[config.mk]
export PLATFORM = sky130hd
export DESIGN_NAME = host_parallel_register_port
export DESIGN_NICKNAME = d
export VERILOG_FILES = /design/src/rtl/host_port_pkg.sv /design/src/rtl/host_parallel_register_port.sv /design/src/rtl/pin_sync.sv
export VERILOG_INCLUDE_DIRS = /design/src /design/src/rtl
export SDC_FILE = /design/constraint.sdc
export NUM_CORES = 1
export LEC_CHECK = 0
export BUFFER_PORTS_ARGS = -buffer_cell sky130_fd_sc_hd__buf_2
export CAP_MARGIN = 20
export CORE_MARGIN = 2
export CORE_UTILIZATION = 51
export DETAILED_ROUTE_END_ITERATION = 10
export GPL_TIMING_DRIVEN = 0
export PLACE_DENSITY = 0.68
export SYNTH_ARGS = -nofsm -noshare
export SYNTH_HDL_FRONTEND = slang
export SYNTH_SLANG_ARGS = --single-unit
[constraint.sdc]
create_clock -name MCLK_I -period 2.6 [get_ports MCLK_I]
set_input_delay 0.39 -clock MCLK_I [delete_from_list [all_inputs] [get_ports MCLK_I]]
set_output_delay 0.39 -clock MCLK_I [all_outputs]
set_load 0.01 [all_outputs]
[src/rtl/host_port_regs.svh]
// Constants for the host parallel register port
`ifndef HOST_PORT_REGS_SVH
`define HOST_PORT_REGS_SVH

// ----------------------------------------------------------------
// Register bank
// ----------------------------------------------------------------
`define BANK_DEPTH 32
`define BANK_RST_VAL 8'h00
`define IRQ_PEND_IDX 5'h1E
`define IRQ_PEND_BIT 0
`define IRQ_CTRL_IDX 5'h1F
`define IRQ_EN_BIT 0

// ----------------------------------------------------------------
// Synchroniser bus layout
// ----------------------------------------------------------------
`define SYNC_WIDTH 16
`define SYNC_RST_VAL 16'hE000
`define SYNC_CS_BIT 15
`define SYNC_RD_BIT 14
`define SYNC_WR_BIT 13
`define SYNC_RS_MSB 12
`define SYNC_RS_LSB 8
`define SYNC_DAT_MSB 7
`define SYNC_DAT_LSB 0

`endif

[src/rtl/host_port_pkg.sv]
// Types for the host parallel register port
`default_nettype none

package host_port_pkg;
   typedef logic [7:0] data_t;
   typedef logic [4:0] reg_idx_t;
   typedef enum logic [1:0] {
      PS_IDLE,
      PS_READ,
      PS_WRITE
   } port_state_t;
endpackage : host_port_pkg

`default_nettype wire

[src/rtl/host_parallel_register_port.sv]
// Host parallel port onto the 32-byte interface register bank
`include "host_port_regs.svh"
`default_nettype none

// Overview of operation
// - Eight-bit two-way data bus, strobe sets direction
// - Five select lines pick one of 32 registers
// - Take part only while chip select is low
// - Drive addressed register while read and selected
// - Data drivers off outside read cycles
// - Write cycle stores bus byte into register
// - Interrupt output only when enabled in bank
module host_parallel_register_port (
   input wire logic MCLK_I,
   input wire logic RST_N_I,
   input wire logic [4:0] REGISTER_SELECT_LINES_I,
   input wire logic CHIP_SEL_N_I,
   input wire logic READ_N_I,
   input wire logic WRITE_N_I,
   input wire host_port_pkg::data_t HOST_DATA_LINES_I,
   output host_port_pkg::data_t HOST_DATA_LINES_O,
   output logic HOST_DATA_LINES_OE_O,
   output logic IRQ_O,
   input wire logic CORE_EVENT_I,
   input wire logic CORE_WR_EN_I,
   input wire host_port_pkg::reg_idx_t CORE_WR_ADDR_I,
   input wire host_port_pkg::data_t CORE_WR_DATA_I,
   input wire host_port_pkg::reg_idx_t CORE_RD_ADDR_I,
   output host_port_pkg::data_t CORE_RD_DATA_O,
   output logic HOST_WR_STB_O,
   output host_port_pkg::reg_idx_t HOST_WR_ADDR_O,
   output host_port_pkg::data_t HOST_WR_DATA_O
);
   import host_port_pkg::*;

   // ----------------------------------------------------------------
   // Pin synchronisation
   // ----------------------------------------------------------------
   logic [`SYNC_WIDTH-1:0] pins_s;
   logic sel;
   logic rd;
   logic wr;
   reg_idx_t rs;
   data_t dat;

   // Strobes reset to their idle (high) level so no cycle is seen early
   pin_sync #(
      .W(`SYNC_WIDTH),
      .RST_VAL(`SYNC_RST_VAL)
   ) u_pin_sync (
      .clk_i(MCLK_I),
      .rst_n_i(RST_N_I),
      .d_i({CHIP_SEL_N_I, READ_N_I, WRITE_N_I,
            REGISTER_SELECT_LINES_I, HOST_DATA_LINES_I}),
      .q_o(pins_s)
   );

   assign sel = ~pins_s[`SYNC_CS_BIT];
   assign rd = sel & ~pins_s[`SYNC_RD_BIT];
   assign wr = sel & ~pins_s[`SYNC_WR_BIT];
   assign rs = pins_s[`SYNC_RS_MSB:`SYNC_RS_LSB];
   assign dat = pins_s[`SYNC_DAT_MSB:`SYNC_DAT_LSB];

   // ----------------------------------------------------------------
   // Cycle tracking
   // ----------------------------------------------------------------
   port_state_t state_q;
   port_state_t state_d;
   logic commit;
   reg_idx_t wr_addr_q;
   data_t wr_data_q;

   always_comb begin
      state_d = state_q;
      case (state_q)
         PS_IDLE: begin
            if (rd) begin
               state_d = PS_READ;
            end else if (wr) begin
               state_d = PS_WRITE;
            end
         end
         PS_READ: begin
            if (!rd) begin
               state_d = PS_IDLE;
            end
         end
         PS_WRITE: begin
            if (!wr) begin
               state_d = PS_IDLE;
            end
         end
         default: begin
            state_d = PS_IDLE;
         end
      endcase
   end

   always_ff @(posedge MCLK_I or negedge RST_N_I) begin
      if (!RST_N_I) begin
         state_q <= PS_IDLE;
      end else begin
         state_q <= state_d;
      end
   end

   // Commit on the trailing edge, using the last values seen in the strobe
   assign commit = (state_q == PS_WRITE) && !wr;

   always_ff @(posedge MCLK_I or negedge RST_N_I) begin
      if (!RST_N_I) begin
         wr_addr_q <= '0;
         wr_data_q <= '0;
      end else if (wr) begin
         wr_addr_q <= rs;
         wr_data_q <= dat;
      end
   end

   // ----------------------------------------------------------------
   // Register bank
   // ----------------------------------------------------------------
   data_t bank_q [`BANK_DEPTH];
   logic irq_en;
   logic irq_pend;

   assign irq_en = bank_q[`IRQ_CTRL_IDX][`IRQ_EN_BIT];
   assign irq_pend = bank_q[`IRQ_PEND_IDX][`IRQ_PEND_BIT];

   // Host write beats a core write to the same register; a core event
   // beats a host clear of the pending flag so no event is lost
   always_ff @(posedge MCLK_I or negedge RST_N_I) begin
      if (!RST_N_I) begin
         for (int i = 0; i < `BANK_DEPTH; i++) begin
            bank_q[i] <= `BANK_RST_VAL;
         end
      end else begin
         if (CORE_WR_EN_I) begin
            bank_q[CORE_WR_ADDR_I] <= CORE_WR_DATA_I;
         end
         if (commit) begin
            bank_q[wr_addr_q] <= wr_data_q;
         end
         if (CORE_EVENT_I) begin
            bank_q[`IRQ_PEND_IDX][`IRQ_PEND_BIT] <= 1'b1;
         end
      end
   end

   // ----------------------------------------------------------------
   // Outputs
   // ----------------------------------------------------------------
   always_ff @(posedge MCLK_I or negedge RST_N_I) begin
      if (!RST_N_I) begin
         HOST_DATA_LINES_OE_O <= 1'b0;
         HOST_DATA_LINES_O <= '0;
      end else begin
         HOST_DATA_LINES_OE_O <= (state_d == PS_READ);
         HOST_DATA_LINES_O <= bank_q[rs];
      end
   end

   always_ff @(posedge MCLK_I or negedge RST_N_I) begin
      if (!RST_N_I) begin
         IRQ_O <= 1'b0;
      end else begin
         IRQ_O <= irq_en & irq_pend;
      end
   end

   always_ff @(posedge MCLK_I or negedge RST_N_I) begin
      if (!RST_N_I) begin
         HOST_WR_STB_O <= 1'b0;
         HOST_WR_ADDR_O <= '0;
         HOST_WR_DATA_O <= '0;
         CORE_RD_DATA_O <= '0;
      end else begin
         HOST_WR_STB_O <= commit;
         HOST_WR_ADDR_O <= wr_addr_q;
         HOST_WR_DATA_O <= wr_data_q;
         CORE_RD_DATA_O <= bank_q[CORE_RD_ADDR_I];
      end
   end
endmodule : host_parallel_register_port

`default_nettype wire

[src/rtl/pin_sync.sv]
// Two-flop synchroniser for a group of pins
`default_nettype none

module pin_sync #(
   parameter int unsigned W = 1,
   parameter logic [W-1:0] RST_VAL = '0
) (
   input wire logic clk_i,
   input wire logic rst_n_i,
   input wire logic [W-1:0] d_i,
   output logic [W-1:0] q_o
);
   logic [W-1:0] meta_q;

   // First stage is read only by the second
   always_ff @(posedge clk_i or negedge rst_n_i) begin
      if (!rst_n_i) begin
         meta_q <= RST_VAL;
         q_o <= RST_VAL;
      end else begin
         meta_q <= d_i;
         q_o <= meta_q;
      end
   end
endmodule : pin_sync

`default_nettype wire

## Word-level counts from Yosys, hierarchy flattened

Cells that the tools add are included.

- Register bits after elaboration: 335
- Input port bits: 38
- Output and inout bits: 32
- Word-level logic and storage cells: 88

- Order comparisons: 6
- Equal/unequal tests: 3
- Multiplexer cells: 20
- Bitwise gates (word level): 10
- Reductions and logical operators: 5

Operator list:

| cell | count |
|---|---|
| 256-bit bitwise mux | 2 |
| 256-bit 2-to-1 mux | 2 |
| 8-bit binary-select mux with 5-bit select | 2 |
| 8-bit demux with 5-bit select | 2 |
| 8-bit 2-to-1 mux | 6 |
| 6-bit greater-or-equal comparator (second input constant) | 4 |
| 5-bit inverter with 6-bit output | 4 |
| 6-bit by 1-bit < comparator with 1-bit output (second input constant) | 2 |
| 2-bit 2-to-1 mux | 4 |
| 2-bit one-hot mux with 3 select lines | 1 |
| 2-bit by 1-bit equality test with 1-bit output (second input constant) | 2 |
| 1-bit bitwise AND | 3 |
| 1-bit logical AND | 3 |
| 1-bit inverter | 3 |
| 2-bit equality test (second input constant) | 1 |
| 2-bit logical NOT | 1 |
| 1-bit logical NOT | 1 |
| 1-bit 2-to-1 mux | 1 |

## Logic depth before layout (Yosys ltp)

- Depth after elaboration: 10
- Gate-level depth with buffers: 7
- Mapped depth without buffers: 4

## By module

From an unflattened synthesis, not the netlist that was laid out.

- Cell total of the unflattened synthesis: 1422
- Area total of the unflattened synthesis: 18980.7 um^2

Modules (own cells, without submodules):

| module | times used | cells an instance | area each (um^2) | seq. area each (um^2) |
|---|---|---|---|---|
| host_parallel_register_port | 1 | 1390 | 18172.4 | 7582.3 |
| pin_sync | 1 | 32 | 808.3 | 808.3 |

## Least setup slack after synthesis

Ideal clock, no wire load.

- Path kind: register to register
- From: register u_pin_sync.q_o[9]
- To: register HOST_DATA_LINES_O[0]
- Setup time: 0.125 ns
- Arrival time: 2.125 ns
- Data required time: 2.475 ns
- Setup slack: 0.350 ns
- Stages on the path, launching flop included: 5
- Buffers on the path: 1
- Period minus slack after synthesis: 2.250 ns
- Path through: dfrtp_1 -> buf_1 -> mux4_2 -> mux4_2 -> mux2_2

- Word-level cells in the longest chain between the ends: 4

Ends and longest elaborated chain:

| element | line | RTL |
|---|---|---|
| start, declared | pin_sync.sv:11 | `output logic [W-1:0] q_o` |
| start signal, assigned | pin_sync.sv:22 | `q_o <= meta_q;` |
| 5-bit inverter with 6-bit output (not written as such) | host_parallel_register_port.sv:159 | `HOST_DATA_LINES_O <= bank_q[rs];` |
| 8-bit binary-select mux with 5-bit select | host_parallel_register_port.sv:159 |  |
| 8-bit 2-to-1 mux (not written as such) (2 in a row) | host_parallel_register_port.sv:159 |  |
| end signal, assigned | host_parallel_register_port.sv:159 |  |
| end, declared | host_parallel_register_port.sv:21 | `output host_port_pkg::data_t HOST_DATA_LINES_O,` |

No other way between the ends. The select of a mux whose other input is x is not followed.
A chain may end at the register's enable or synchronous reset.

## Final worst setup path

- From: register u_pin_sync.q_o[10]
- To: register HOST_DATA_LINES_O[2]

Same word-level chain as after synthesis.

==> qor.csv <==
stage,metric,value,unit
critical_path,crit path DAT,3050,ps
clocking,clk root buf,clkbuf_16,
status,status,"complete, but fails checks",
power_and_ir_drop,sw power,5.69,mW
clocking,Skew-Pair Late Insertion Delay,560,ps
finish,fillers,2981,
critical_path,Critical Path RT,3020,ps
power_and_ir_drop,part of the power in combinational logic,27.3,%
power_and_ir_drop,Seq pwr share,41.4,%
hold_path,HP Class,in2reg,
timing,Slew headroom,12.0,%
global_route,Total Routing Usage GR,37.3,%
timing,fin worst setup slack,-26.2,ps
power_and_ir_drop,pwr dens,844,mW/mm2
timing,final hold viol count,0,
finish,Layout area overhead,13.6,%
synth,Synth Warn #,0,
routing,DR DRC count,0,
timing,clk_skew,25.4,ps
global_route,vias in the first global route,14300,
clocking,CTS tree,done,
synth,Syn Area/Cell,13.3,um2
timing,unrepaired setup endpoints after global routing,no,
synth,Mapped Cells,1422,
floorplan,Die Area,0.0388,mm2
status,failing checks,setup timing,
finish,Non-Filler Instances,2040,
routing,Routed Antenna Nets,0,
place,PortBufs,60,
timing,Fmax,381,MHz
finish,Sequential cell area,0.00839,mm2
clocking,htree depth,2,
clocking,clk slew on worst S/H paths,60,ps
floorplan,Initial Utilization,51.8,%
clocking,Clock Path Buffers,3,
floorplan,IO Pins,70,
power_and_ir_drop,Sw Share,31.3,%
critical_path,Setup CP Type,reg2reg,
routing,vias per std cell,7.02,
finish,layout cells sized above 1,42.1,%
finish,Multi-input gate area,0.0100,mm2
synth,sequential area share after synthesis,44.2,%
finish,"commonest non-fill, non-tap cell in the layout",dfrtp_1,
synth,Synth Flop Type,dfrtp_1,
timing,Tmin final,2630,ps
synth,Netlist cell types,37,
synth,"EDFF count, synth",0,
job,Max-Cap Viols,0,
floorplan,CORE AREA,0.0366,mm2
critical_path,Critical Path End Type,register,
routing,final wirelength,70.6,mm
power_and_ir_drop,Leakage Power,8.86,nW
critical_path,CP Max Fanout,11,
routing,Iter 0 DRT Violations,1664,
floorplan,chip height,197,um
timing,crit share post-route,101,%
floorplan,die width,197,um
routing,drt pass-1 iters,7,
finish,"commonest cells after routing, fill and taps aside","dfrtp_1, mux2_2, mux4_2, mux2i_1, clkbuf_1",
place,Placed Cells incl. Taps,1953,
finish,# nets final,1581,
timing,fin. max-slew vios,0,
global_route,total global routing overflow,0,
global_route,largest net degree at the start of global routing,112,
clocking,clk sinks,335,
synth,register bit total from synthesis,335,
synth,mapped cell area,0.0190,mm2
power_and_ir_drop,Clk pwr share,31.3,%
power_and_ir_drop,Pint,12.5,mW
clocking,TritonCTS Buffers,37,
global_route,first-pass GRT wire length,101,mm
routing,routed len/inst,34.6,um
place,HPWL after detailed placement,49.4,mm
timing,Final Setup Violations,2,
place,Placer Congestion,1.02,
critical_path,CP startpoint kind,register,
routing,via count,14300,
global_route,initial antenna violation count,3,
finish,"Core Util, Final",58.9,%
synth,Synth Net Count,1460,
synth,Post-synth ARST share,100,%
timing,worst slew pin tran,1320,ps
floorplan,row cnt,70,
power_and_ir_drop,IR Drop Worst-Case VDD,0.657,mV
-- cells by family after synthesis --
family	count (synthesis)	share of synthesized area (%)
simple gates	254	6.71
buf+inv	143	3.13
mux	575	42.9
flops	335	44.2
compound gates	115	3.08
-- Yosys cell counts, types with 2 or more instances --
cell type,instances,area share (%)
clkbuf_1,102,2.0
and2_1,5,0.16
or2_2,2,0.066
nor3_1,61,1.6
nor4_1,2,0.066
and3b_1,2,0.092
nor2_1,18,0.36
nor2_2,6,0.20
nand3b_1,8,0.32
dfstp_2,6,0.83
nor3b_1,7,0.28
nand4_1,2,0.066
mux4_2,160,19
a21oi_1,55,1.5
inv_1,4,0.079
and3_1,2,0.066
nand2_1,64,1.3
nor2b_1,4,0.13
o21ai_0,57,1.5
mux2_2,304,18
buf_1,20,0.40
buf_4,12,0.47
nor2_4,2,0.12
mux2i_1,111,5.9
nand2b_1,5,0.16
buf_2,4,0.11
dfrtp_1,329,43
nand3_1,59,1.6
-- timing repair --
item | 4_1_cts | 5_1_grt
gates resized for setup | 25 | 27
pin swaps | 0 | 1
setup buffers | 0 | 1
hold buffers | 17 | 0
endpoints found under the hold margin | 78 | 0
setup endpoints to repair | 86 | 117
gates cloned | 0 | 0
-- through the flow --
stage	cell area [um2]	setup slack, ps	hold WS (ps)	setup TNS (ps)	total power, mW
final	21600	-26.2	44.5	-47.8	18.2
after CTS	21500	8.25	42.6	0	18.0
after floorplan	19000	350	94.4	0	10.5
after global routing	21600	12.1	67.9	0	18.7
after detailed placement	20000	-574	335	-14720	12.4
after global placement	19900	-5420	333	-1805450	12.1
-- worst paths after layout --
check / from / end / slack [ps] / depth (start not counted)
max in group asynchronous: RST_N_I / bank_q[149] / 780 / 4
worst max-delay path: u_pin_sync.q_o[10] / HOST_DATA_LINES_O[2] / -30 / 4
worst min-delay path: CORE_EVENT_I / bank_q[8] / 40 / 2
worst min register to register: u_pin_sync.meta_q[7] / u_pin_sync.q_o[7] / 340 / 0
min in group asynchronous: RST_N_I / u_pin_sync.q_o[10] / 370 / 2
worst max register to register: u_pin_sync.q_o[10] / HOST_DATA_LINES_O[2] / -30 / 4
-- per-layer routing --
metal / share of wire (%) / up-vias / wire (um) / track usage [%]
li1: - / 5641 / - / -
met1: 36 / 7397 / 25400 / 48.3
met2: 44 / 1035 / 30800 / 54.0
met3: 12 / 255 / 8680 / 10.7
met4: 8.1 / 0 / 5710 / 26.6
met5: 0 / - / 0 / 0
-- flip-flops by register name (all words and copies together) (netlist names) --
signal / count
wr_addr_q: 5
bank_q: 256
HOST_DATA_LINES_O: 8
u_pin_sync.meta_q: 16
state_q: 2
u_pin_sync.q_o: 16
CORE_RD_DATA_O: 8
wr_data_q: 8
IRQ_O: 1
HOST_WR_ADDR_O: 5
HOST_WR_DATA_O: 8
HOST_WR_STB_O: 1
HOST_DATA_LINES_OE_O: 1
-- worst max-delay path, stage by stage, from the launching register on --
cell	delay (ps)
dfrtp_2	600
clkdlybuf4s15_2	560
mux4_2	410
mux4_2	600
mux2_2	310
-- power groups by stage --
stage | clock network, mW | logic [mW] | registers [mW]
after global placement | 0 | 4.67 | 7.47
after global routing | 5.88 | 5.17 | 7.65
after CTS | 5.69 | 4.83 | 7.48
after detailed placement | 0 | 4.80 | 7.55
after floorplan | 0 | 3.28 | 7.20
final | 5.70 | 4.96 | 7.53
-- cell type report --
class	instances	share of cell area, %
Buffer	138	2.95
Clock inverter	16	0.929
Multi-Input combinational cell	944	46.5
Clock buffer	50	5.09
Inverter	4	0.0697
Sequential cell	335	38.9
Antenna cell	2	0.0232
Tap cell	468	2.72
Timing Repair Buffer	83	2.77
Power figures use the tool's default switching activity.
